### src/wkt_defs.svh
// Contract
// timer3 loads reload bytes only at start
// timer3 count readable as high, low bytes
// host avoids count reads during reception
// control bit 7 shows wake-up timer running
// bit 6 write gates change of running bit
// auto-trim bit starts trimming on underflow
// host sets up trim timer before auto-trim
// auto card-detect starts detection on underflow
// no card: power down, timer restarts seamlessly; code powers down only with auto-wake set
// timer3 sets field-on time during detection
// auto-restart reloads, otherwise stops at zero
// underflow sets the underflow flag
// auto-wake wakes system on underflow
// after procedure, power down only with auto-wake
// clock field selects divide 1, 8, 16, 32
// 16-bit down-counter, reload high byte register
// timer can wake system and start detection
// full reload loaded at each start event
// running clears at stop; fields reset zero
`ifndef WKT_DEFS_SVH
`define WKT_DEFS_SVH
// register indices; byte address is four times the index
`define WKT_IDX_T3_RELOAD_HIGH 6'h1F
`define WKT_IDX_T3_RELOAD_LOW 6'h20
`define WKT_IDX_T3_COUNT_HIGH 6'h21
`define WKT_IDX_T3_COUNT_LOW 6'h22
`define WKT_IDX_CONTROL 6'h23
`define WKT_IDX_RELOAD_HIGH 6'h24
`define WKT_IDX_RELOAD_LOW 6'h25
`define WKT_IDX_COUNT_HIGH 6'h26
`define WKT_IDX_COUNT_LOW 6'h27
`define WKT_IDX_STATUS 6'h30
// control field positions
`define WKT_BIT_RUNNING 7
`define WKT_BIT_RUN_CHANGE 6
// status field positions
`define WKT_BIT_FLAG 0
`define WKT_BIT_CARD 1
`define WKT_BIT_PDOWN 2
// prescaler terminal counts for the four clock selections
`define WKT_PRE_DIV1 5'h00
`define WKT_PRE_DIV8 5'h07
`define WKT_PRE_DIV16 5'h0F
`define WKT_PRE_DIV32 5'h1F
`define WKT_RESP_OKAY 2'h0
`define WKT_RESP_SLVERR 2'h2
`endif

### src/wkt_pkg.sv
package wkt_pkg;
   // writable control fields below the running bits
   typedef struct packed {
      logic auto_trim;
      logic auto_card;
      logic auto_restart;
      logic auto_wake;
      logic [1:0] clock_select;
   } wkt_ctrl_t;
   // low-power card detection and trimming sequencer
   typedef enum logic [2:0] {
      WKT_CD_IDLE = 3'h1,
      WKT_CD_FIELD = 3'h2,
      WKT_CD_TRIM = 3'h4
   } wkt_cd_state_t;
endpackage

### src/wkt_wakeup_timer.sv
// The AXI4-Lite slave port was decided locally.
`timescale 1ns/1ps
`default_nettype none
`include "wkt_defs.svh"
module wkt_wakeup_timer (
   input wire logic aclk,
   input wire logic aresetn,
   input wire logic [7:0] awaddr,
   input wire logic awvalid,
   output logic awready,
   input wire logic [31:0] wdata,
   input wire logic [3:0] wstrb,
   input wire logic wvalid,
   output logic wready,
   output logic [1:0] bresp,
   output logic bvalid,
   input wire logic bready,
   input wire logic [7:0] araddr,
   input wire logic arvalid,
   output logic arready,
   output logic [31:0] rdata,
   output logic [1:0] rresp,
   output logic rvalid,
   input wire logic rready,
   input wire logic lfo_tick,
   input wire logic timer3_tick,
   input wire logic timer3_start,
   input wire logic card_present,
   input wire logic trim_done,
   input wire logic power_down_request,
   output logic field_on,
   output logic trim_start,
   output logic card_detected,
   output logic power_down,
   output logic wakeup_underflow_flag
);
   // ***************************************
   // register bus
   // ***************************************
   logic awready_reg, bvalid_reg, arready_reg, rvalid_reg;
   logic [1:0] bresp_reg, rresp_reg;
   logic [31:0] rdata_reg, rdata_next;
   wire logic wr_go = awvalid & wvalid & ~awready_reg & ~bvalid_reg;
   wire logic wr_do = awready_reg & wstrb[0];
   wire logic [5:0] wr_idx = awaddr[7:2];
   wire logic [5:0] rd_idx = araddr[7:2];
   wire logic rd_go = arvalid & ~arready_reg & ~rvalid_reg;
   wire logic [7:0] wb = wdata[7:0];
   wire logic wr_ctrl = wr_do & (wr_idx == `WKT_IDX_CONTROL);
   wire logic wr_stat = wr_do & (wr_idx == `WKT_IDX_STATUS);
   wire logic wr_known = (wr_idx >= `WKT_IDX_T3_RELOAD_HIGH && wr_idx <= `WKT_IDX_RELOAD_LOW)
      || wr_idx == `WKT_IDX_STATUS;
   wire logic rd_known = (rd_idx >= `WKT_IDX_T3_RELOAD_HIGH && rd_idx <= `WKT_IDX_COUNT_LOW)
      || rd_idx == `WKT_IDX_STATUS;

   // ***************************************
   // register state
   // ***************************************
   wkt_pkg::wkt_ctrl_t ctrl_reg;
   logic running_reg;
   logic [15:0] reload_reg, count_reg;
   logic [15:0] t3_reload_reg, t3_count_reg;
   logic t3_run_reg;
   logic [4:0] pre_reg;
   logic flag_reg, card_reg, pdown_reg, field_reg, trim_reg;
   wkt_pkg::wkt_cd_state_t cd_reg;

   // run control: of all writes, only one with the change bit touches running
   wire logic run_write = wr_ctrl & wb[`WKT_BIT_RUN_CHANGE];
   wire logic start_ev = run_write & wb[`WKT_BIT_RUNNING];

   // prescaler terminal count from the clock field
   wire logic [4:0] pre_lim = (ctrl_reg.clock_select == 2'h0) ? `WKT_PRE_DIV1 :
      (ctrl_reg.clock_select == 2'h1) ? `WKT_PRE_DIV8 :
      (ctrl_reg.clock_select == 2'h2) ? `WKT_PRE_DIV16 : `WKT_PRE_DIV32;
   wire logic wk_tick = running_reg & lfo_tick & (pre_reg == pre_lim);
   wire logic underflow = wk_tick & (count_reg == 16'h0000);
   // detection forces a seamless restart even without auto-restart
   wire logic restart = ctrl_reg.auto_restart | ctrl_reg.auto_card;
   wire logic cd_start = underflow & ctrl_reg.auto_card & (cd_reg == wkt_pkg::WKT_CD_IDLE);
   wire logic t3_load = timer3_start | cd_start;
   wire logic t3_zero = t3_run_reg & timer3_tick & (t3_count_reg == 16'h0000);
   wire logic cd_end = (cd_reg == wkt_pkg::WKT_CD_FIELD) & t3_zero;
   wire logic trim_end = (cd_reg == wkt_pkg::WKT_CD_TRIM) & trim_done;

   // bus handshake; ready pulses for exactly the accepting cycle
   always_ff @(posedge aclk) begin
      if (!aresetn) begin
         awready_reg <= 1'b0;
         bvalid_reg <= 1'b0;
         bresp_reg <= `WKT_RESP_OKAY;
         arready_reg <= 1'b0;
         rvalid_reg <= 1'b0;
         rresp_reg <= `WKT_RESP_OKAY;
         rdata_reg <= 32'h0000_0000;
      end else begin
         awready_reg <= wr_go;
         if (awready_reg) begin
            bvalid_reg <= 1'b1;
            bresp_reg <= wr_known ? `WKT_RESP_OKAY : `WKT_RESP_SLVERR;
         end else if (bready) begin
            bvalid_reg <= 1'b0;
         end
         arready_reg <= rd_go;
         if (arready_reg) begin
            rvalid_reg <= 1'b1;
            rresp_reg <= rd_known ? `WKT_RESP_OKAY : `WKT_RESP_SLVERR;
            rdata_reg <= rdata_next;
         end else if (rready) begin
            rvalid_reg <= 1'b0;
         end
      end
   end

   // read mux; the change bit is write-only and reads zero
   always_comb begin
      rdata_next = 32'h0000_0000;
      unique case (rd_idx)
         `WKT_IDX_T3_RELOAD_HIGH: rdata_next[7:0] = t3_reload_reg[15:8];
         `WKT_IDX_T3_RELOAD_LOW: rdata_next[7:0] = t3_reload_reg[7:0];
         `WKT_IDX_T3_COUNT_HIGH: rdata_next[7:0] = t3_count_reg[15:8];
         `WKT_IDX_T3_COUNT_LOW: rdata_next[7:0] = t3_count_reg[7:0];
         `WKT_IDX_CONTROL: rdata_next[7:0] = {running_reg, 1'b0, ctrl_reg};
         `WKT_IDX_RELOAD_HIGH: rdata_next[7:0] = reload_reg[15:8];
         `WKT_IDX_RELOAD_LOW: rdata_next[7:0] = reload_reg[7:0];
         `WKT_IDX_COUNT_HIGH: rdata_next[7:0] = count_reg[15:8];
         `WKT_IDX_COUNT_LOW: rdata_next[7:0] = count_reg[7:0];
         `WKT_IDX_STATUS: rdata_next[2:0] = {pdown_reg, card_reg, flag_reg};
         default: rdata_next = 32'h0000_0000;
      endcase
   end

   // ***************************************
   // software-written registers
   // ***************************************
   // reload bytes only stage a value; counters pick it up at a start
   always_ff @(posedge aclk) begin
      if (!aresetn) begin
         ctrl_reg <= '0;
         reload_reg <= 16'h0000;
         t3_reload_reg <= 16'h0000;
      end else if (wr_do) begin
         if (wr_idx == `WKT_IDX_CONTROL) ctrl_reg <= wb[5:0];
         if (wr_idx == `WKT_IDX_RELOAD_HIGH) reload_reg[15:8] <= wb;
         if (wr_idx == `WKT_IDX_RELOAD_LOW) reload_reg[7:0] <= wb;
         if (wr_idx == `WKT_IDX_T3_RELOAD_HIGH) t3_reload_reg[15:8] <= wb;
         if (wr_idx == `WKT_IDX_T3_RELOAD_LOW) t3_reload_reg[7:0] <= wb;
      end
   end

   // ***************************************
   // wake-up timer
   // ***************************************
   // a stop write wins over a same-cycle underflow
   always_ff @(posedge aclk) begin
      if (!aresetn) begin
         running_reg <= 1'b0;
         count_reg <= 16'h0000;
         pre_reg <= 5'h00;
      end else if (run_write) begin
         running_reg <= wb[`WKT_BIT_RUNNING];
         if (start_ev) count_reg <= reload_reg;
         pre_reg <= 5'h00;
      end else if (wk_tick) begin
         pre_reg <= 5'h00;
         if (count_reg != 16'h0000) count_reg <= count_reg - 16'h0001;
         else if (restart) count_reg <= reload_reg;
         else running_reg <= 1'b0;
      end else if (running_reg && lfo_tick) begin
         pre_reg <= pre_reg + 5'h01;
      end
   end

   // ***************************************
   // timer3 as used here
   // ***************************************
   // stops at zero; detection uses its interval as the field-on time
   always_ff @(posedge aclk) begin
      if (!aresetn) begin
         t3_run_reg <= 1'b0;
         t3_count_reg <= 16'h0000;
      end else if (t3_load) begin
         t3_run_reg <= 1'b1;
         t3_count_reg <= t3_reload_reg;
      end else if (t3_zero) begin
         t3_run_reg <= 1'b0;
      end else if (t3_run_reg && timer3_tick) begin
         t3_count_reg <= t3_count_reg - 16'h0001;
      end
   end

   // ***************************************
   // underflow flag and power state
   // ***************************************
   // flag and card status bits clear by writing one; a same-cycle set wins
   always_ff @(posedge aclk) begin
      if (!aresetn) begin
         flag_reg <= 1'b0;
         card_reg <= 1'b0;
         pdown_reg <= 1'b0;
      end else begin
         if (underflow) flag_reg <= 1'b1;
         else if (wr_stat && wb[`WKT_BIT_FLAG]) flag_reg <= 1'b0;
         if (cd_end && card_present) card_reg <= 1'b1;
         else if (wr_stat && wb[`WKT_BIT_CARD]) card_reg <= 1'b0;
         if (underflow && ctrl_reg.auto_wake) pdown_reg <= 1'b0;
         else if (cd_end && card_present) pdown_reg <= 1'b0;
         else if (cd_end || trim_end) pdown_reg <= ctrl_reg.auto_wake;
         else if (power_down_request) pdown_reg <= 1'b1;
      end
   end

   // ***************************************
   // detection and trimming sequencer
   // ***************************************
   // trimming waits in its own state so power-down, with auto-wake set, follows its end
   always_ff @(posedge aclk) begin
      if (!aresetn) begin
         cd_reg <= wkt_pkg::WKT_CD_IDLE;
         field_reg <= 1'b0;
         trim_reg <= 1'b0;
      end else begin
         trim_reg <= underflow & ctrl_reg.auto_trim;
         field_reg <= cd_start | (field_reg & ~cd_end);
         unique case (cd_reg)
            wkt_pkg::WKT_CD_IDLE: begin
               if (cd_start) cd_reg <= wkt_pkg::WKT_CD_FIELD;
               else if (underflow && ctrl_reg.auto_trim) cd_reg <= wkt_pkg::WKT_CD_TRIM;
            end
            wkt_pkg::WKT_CD_FIELD: begin
               if (cd_end) cd_reg <= wkt_pkg::WKT_CD_IDLE;
            end
            wkt_pkg::WKT_CD_TRIM: begin
               if (trim_done) cd_reg <= wkt_pkg::WKT_CD_IDLE;
            end
            default: cd_reg <= wkt_pkg::WKT_CD_IDLE;
         endcase
      end
   end

   assign awready = awready_reg;
   assign wready = awready_reg;
   assign bvalid = bvalid_reg;
   assign bresp = bresp_reg;
   assign arready = arready_reg;
   assign rvalid = rvalid_reg;
   assign rresp = rresp_reg;
   assign rdata = rdata_reg;
   assign field_on = field_reg;
   assign trim_start = trim_reg;
   assign card_detected = card_reg;
   assign power_down = pdown_reg;
   assign wakeup_underflow_flag = flag_reg;
endmodule // wkt_wakeup_timer
`default_nettype wire

### config.mk
export PLATFORM = sky130hd
export DESIGN_NAME = wkt_wakeup_timer
export DESIGN_NICKNAME = d
export VERILOG_FILES = /design/src/wkt_pkg.sv /design/src/wkt_wakeup_timer.sv
export VERILOG_INCLUDE_DIRS = /design/src
export SDC_FILE = /design/constraint.sdc
export NUM_CORES = 1
export LEC_CHECK = 0
export BUFFER_PORTS_ARGS = -buffer_cell sky130_fd_sc_hd__buf_2
export CORE_ASPECT_RATIO = 0.75
export CORE_MARGIN = 2
export CORE_UTILIZATION = 45
export CTS_CLUSTER_DIAMETER = 120
export DETAILED_ROUTE_END_ITERATION = 8
export PLACE_DENSITY = 0.67
export SLEW_MARGIN = 20
export SYNTH_ARGS = -nofsm -noshare
export SYNTH_HDL_FRONTEND = slang
export SYNTH_SLANG_ARGS = --single-unit
export TNS_END_PERCENT = 30
### constraint.sdc
create_clock -name aclk -period 3.1 [get_ports aclk]
set_clock_uncertainty 0.05 [all_clocks]
set_input_delay 0 -clock aclk [delete_from_list [all_inputs] [get_ports aclk]]
set_output_delay 0 -clock aclk [all_outputs]
set_load 0.01 [all_outputs]
==> results of run 1 <==
## per-layer routing
layer / global-route usage / wire, µm / up-vias
li1: - / - / 2549
met5: 0 / 0 / -
met1: 0.402 / 8390 / 2671
met2: 0.391 / 7260 / 342
met4: 0.0867 / 470 / 0
met3: 0.0513 / 1680 / 46
## cells in the mapped netlist, drive strengths merged (6+ instances only)
master  instances  area share
buf            39       0.049
and3           10       0.011
xnor2          12       0.019
nor4           19       0.024
o22ai          10       0.011
mux2i          33       0.058
or3            14       0.015
a211oi         19       0.025
a22oi           9       0.012
nand2          60       0.040
nor4bb          6       0.011
inv            10      0.0066
clkbuf         32       0.021
nor2           52       0.035
o32ai           7       0.011
o21ai          10      0.0089
nor3           16       0.016
nand3          28       0.025
and2            7      0.0077
a21oi          47       0.042
a22o           10       0.015
or4             8       0.011
dfxtp          99        0.35
a221oi          7       0.012
## through the flow
step,hold slack (ns),power (mW),std cells,utilization
3_3_place_gp,0.176,1.57,854,0.488
3_5_place_dp,0.183,1.57,854,0.488
6_report,0.0217,2.79,890,0.531
4_1_cts,0.0127,2.80,890,0.531
5_1_grt,0.0405,2.89,890,0.531
2_1_floorplan,0.0694,1.51,686,-
## power groups by stage
stage / Clock (mW) / Combinational, mW / Sequential [mW]
3_3_place_gp: 0 / 0.226 / 1.34
4_1_cts: 1.24 / 0.251 / 1.31
2_1_floorplan: 0 / 0.176 / 1.34
6_report: 1.22 / 0.257 / 1.31
3_5_place_dp: 0 / 0.232 / 1.34
5_1_grt: 1.30 / 0.279 / 1.32
## area by class of cell
cell class	count	area, µm²	area share
well taps	166	208	0.0319
repair buffers	93	616	0.0946
multi-input cells	506	3340	0.514
clock inverters	6	88.8	0.0137
flip-flops and latches	99	1980	0.305
inverters	10	37.5	0.00577
clock buffers	10	229	0.0352
## worst min path at each step
stage | endpoint | slack [ns] | cells past startpoint | start
floorplan | awready | 0.07 | 2 | wvalid
global placement | awready | 0.18 | 3 | wvalid
detailed placement | awready | 0.18 | 3 | wvalid
CTS | wakeup_underflow_flag | 0.01 | 4 | awaddr[6]
global route | card_detected | 0.04 | 4 | awaddr[6]
finish | wakeup_underflow_flag | 0.02 | 4 | awaddr[6]
## cell families (layout without fill, tap and decap cells)
logic type	after synthesis	in the layout	synth area share
AND/OR/NAND/NOR	253	253	0.241
other	1	26	0.000663
XOR/XNOR	17	17	0.0263
multiplexers	40	40	0.0823
adder cells (fa/ha/maj)	5	5	0.0111
AO/OA/AOI/OAI	165	165	0.212
buffers and inverters	81	119	0.0766
flip-flops	99	99	0.351
## repair_timing
action | in CTS | in global routing
hold buffers | 20 | 0
hold endpoints to repair | 44 | 0
endpoints found under the setup margin | 0 | 0
## cells in the final DEF, fill, tap and decap left out, drive strengths merged, types with 4 or more instances in the layout
cell and count:
dfxtp 99, buf 73, nand2 60, nor2 52, a21oi 47, mux2i 33
nand3 28, conb 26, dlygate4sd3 20, a211oi 19, nor4 19, nor3 16
or3 14, xnor2 12, inv 11, a22o 10, and3 10, o22ai 10
o21ai 10, clkbuf 10, a22oi 9, or4 8, and2 7, o32ai 7
a221oi 7, nor4bb 6, mux4 5, nor3b 5, xor2 5, ha 5
nand4 5, a222oi 4, o2bb2ai 4, nand2b 4, a2111oi 4
## worst max-delay path, cell delays in order (launching register included)
cell and delay (ns):
dfxtp_1 0.37, inv_1 0.20, ha_1 0.17, or4b_2 0.64, nor4_4 0.21, buf_4 0.27, nand4_2 0.46, a21oi_1 0.30
a211oi_1 0.07
==> results.toml, run 1 <==
[cells_and_area]
areaGrowthSynthToFinish_pct = 15.1
fillCellCount = 1163
layout-drive-gt1-share = 0.157
diodes = 0
finalInstanceArea_um2 = 6500
fin_nets = 789

[sta]
finalSetupViolCount = 0
min_period_over_period = 0.929
slew_violations = 0
period_needed_ns = 2.88
hold_viol_final = 0
slew_headroom = 0.374
rsz0062_at_grt = "false"
tightest_slew_ns = 0.936
tns_ns = 0
setup_ws_ns = 0.220
max_freq_mhz = 347

[global_routing]
grt_pass1_wl_mm = 28.5
antenna_found_initial = 0
grt_pass1_vias = 5234
grt_max_degree = 32
grt_overflow = 0
track_usage = 0.270

[die]
ioPinCount = 111
die_y_um = 101
row_count = 35
core_region_area_um2 = 12300
initial_utilization = 0.461
die_w_um = 133
dieArea_um2 = 13500

[clocking]
max-clock-path-buffers = 2
cts_tree = "done"
clk_pin_slew_ns = 0.07
htree_levels = 3
clk_latency_ns = 0.35
root_buffer = "clkbuf_16"
cts_sinks = 99
post_cts_buffers = 0
cts_buffers = 9
post_cts_resized = 0

[place]
io_buffers = 53
place_hpwl_mm = 12.9
place_congestion = 0.976
placedInstanceArea_um2 = 5990
post-place-ws_ns = 0.307

[worst_setup_path]
regToRegEndpoint = "t3_count_reg[14]"
startpoint = "count_reg[0]"
criticalPathCategory = "reg -> reg"
critical_path.endpoint = "t3_count_reg[14]"
crit_fanout = 17
rrSetupSlack_ns = 0.22
end_kind = "register"
start_kind = "register"
cp_data_required_time_ns = 3.28
r2r_start = "count_reg[0]"
critPathArrivalTime_ns = 3.06
reg2regPathDepth = 8

[pwr]
power_frac_seq = 0.471
net-switching-power_uw = 694
powerDensity_nw_per_um2 = 429
p_clk_frac = 0.437
switching_share = 0.249
vdd.ir_drop.worst_mv = 0.306
internal-power_mw = 2.10
p_comb_frac = 0.092
p_leak_nw = 2.48

[synthesis]
synth_seq_cells = 99
synth_area_um2 = 5650
synth_cell_types = 78
postSynthCellCount = 661
ys_async_sr_fraction = 0
synthFlopType = "dfxtp_1"
synth_enable_flop_cells = 0
avgSynthCellArea_um2 = 8.55
ys_warn_count = 0
ys_seq_area_frac = 0.351

[drt]
viasPerCell = 6.30
drtPass1Iterations = 5
first_iter_violations = 622
drc = 0
vias = 5608
postRouteAntennaNets = 0
routed_wirelength_mm = 17.8
wl_per_cell_um = 20.0

[job]
cap_violations = 0

[min_path]
hp-class = "in -> reg"

[run_status]
outcome = "complete, no violations"
No activity file was read; power rests on OpenSTA's default activity.
==> inputs of run 2 (changes only) <==
clock period = 3.67 ns   (was 3.1 ns; I/O delays follow)
==> run 2 against run 1 <==
  * Clock power shrank 22%
  * Core utilization shrank 0.73 points
  * Global-route usage shrank 0.71 points
  * Sequential power shrank 15%
  * Sequential cell count is the same
  * Combinational power shrank 17%
  * Via count shrank 0.89%
  * Maximum frequency shrank 12%
  * Sequential share of layout area grew 0.43 points
  * Final area shrank 1.4%
  * Die area is the same
  * Largest power group unchanged
  * Highest routed layer unchanged
==> results.toml, run 2 (synthesis results as in run 1) <==
[run_status]
outcome = "complete, no violations"

[pwr]
powerDensity_nw_per_um2 = 355
p_leak_nw = 2.44
vdd.ir_drop.worst_mv = 0.223

[min_path]
whs_endpoint = "wakeup_underflow_flag"
hp-start = "awaddr[6]"
hold_path_depth = 4
hp-class = "in -> reg"

[die]
ioPinCount = 111
core_region_area_um2 = 12300
row_count = 35
dieArea_um2 = 13500
die_y_um = 101
die_w_um = 133
initial_utilization = 0.461

[global_routing]
grt_overflow = 0
grt_pass1_vias = 5223
grt_max_degree = 37
grt_pass1_wl_mm = 27.9
track_usage = 0.263
antenna_found_initial = 0

[place]
post-place-ws_ns = 0.490
placed_cells = 845
place_congestion = 0.962
place_hpwl_mm = 12.6
placedInstanceArea_um2 = 5930
io_buffers = 53

[cells_and_area]
diodes = 0
areaGrowthSynthToFinish_pct = 13.5
mostFrequentLayoutCells = "dfxtp_1 (99), nand2_1 (59), buf_2 (53), nor2_1 (52), a21oi_1 (47)"
finalNonFillerCells = 879
fin_nets = 779
fillCellCount = 1201
finalInstanceArea_um2 = 6410
layout-drive-gt1-share = 0.147
layout_commonest_cell = "dfxtp_1"

[sta]
whs_ns = 0.0311
rsz0062_at_grt = "false"
period_needed_ns = 3.28
tns_ns = 0
hold_viol_final = 0
tightest_slew_ns = 1.06
max_freq_mhz = 305
slew_violations = 0
finalSetupViolCount = 0
slew_headroom = 0.288
setup_ws_ns = 0.390
min_period_over_period = 0.894

[worst_setup_path]
crit_fanout = 8
regToRegEndpoint = "count_reg[6]"
cp_data_required_time_ns = 3.82
slowest_delay_ns = 0.67
end_kind = "register"
worstPathCellList = "inv_1 -> ha_1 -> or4b_2 -> nor4_4 -> a2111oi_2 -> o21ai_1 -> o32ai_1"
critPathArrivalTime_ns = 3.43
rrSetupSlack_ns = 0.39
cp.depth = 7
r2r_start = "count_reg[0]"
start_kind = "register"
crit_family = "simple AND/OR/NAND/NOR gates"
startpoint = "count_reg[0]"
reg2regPathDepth = 7
worst-path-buf-inv = 1
cp_slowest_cell = "o21ai_1"
criticalPathCategory = "reg -> reg"

[job]
cap_violations = 0

[clocking]
post_cts_buffers = 0
cts_hold_buf = 19
clk_pin_slew_ns = 0.07
post_cts_resized = 0
max-clock-path-buffers = 2
cts_tree = "done"
cts_buffers = 9
htree_levels = 3
root_buffer = "clkbuf_16"
clk_latency_ns = 0.35
cts_sinks = 99

[drt]
wl_per_cell_um = 19.9
drc = 0
postRouteAntennaNets = 0
drtPass1Iterations = 5
vias = 5558
viasPerCell = 6.32
routed_wirelength_mm = 17.5
first_iter_violations = 618
==> run 2: how the worst max path moves through the flow <==
| stage | end | slack [ns] |
|---|---|---|
| 2_1_floorplan | count_reg[0] | 1.19 |
| 3_3_place_gp | count_reg[6] | 0.62 |
| 3_5_place_dp | count_reg[6] | 0.49 |
| 4_1_cts | count_reg[6] | 0.48 |
| 5_1_grt | count_reg[6] | 0.26 |
| 6_report | count_reg[6] | 0.39 |
==> run 2: layer usage <==
layer	vias up	global-route usage	wire length, µm
met3	27	0.0563	1540
li1	2539	-	-
met5	-	0	0
met1	2709	0.371	8140
met4	0	0.0679	285
met2	283	0.409	7540
==> run 2: layout make-up <==
type	instances	area, µm²	share of cell area
Clock inverter	5	53.8	0.00839
Tap cell	166	208	0.0324
Timing Repair Buffer	83	551	0.0858
Multi-Input combinational cell	506	3340	0.521
Inverter	10	37.5	0.00585
Sequential cell	99	1980	0.309
Clock buffer	10	239	0.0373
==> run 2: stage by stage <==
| stage | power, mW | utilization |
|---|---|---|
| 3_5_place_dp | 1.33 | 0.484 |
| 3_3_place_gp | 1.32 | 0.484 |
| 4_1_cts | 2.29 | 0.523 |
| 2_1_floorplan | 1.28 | - |
| 6_report | 2.28 | 0.523 |
| 5_1_grt | 2.35 | 0.523 |
==> run 2: power by group <==
group	total [mW]	switching (mW)	leakage [nW]	internal, mW
Sequential	1.11	0.0225	0.801	1.09
Clock	0.954	0.412	0.148	0.541
Combinational	0.213	0.135	1.49	0.0789
Total	2.28	0.569	2.44	1.71
==> run 2: worst register-to-register path, cell delays in order (launching register included) <==
cell	delay [ns]
dfxtp_1	0.38
inv_1	0.22
ha_1	0.18
or4b_2	0.64
nor4_4	0.53
a2111oi_2	0.27
o21ai_1	0.67
o32ai_1	0.19
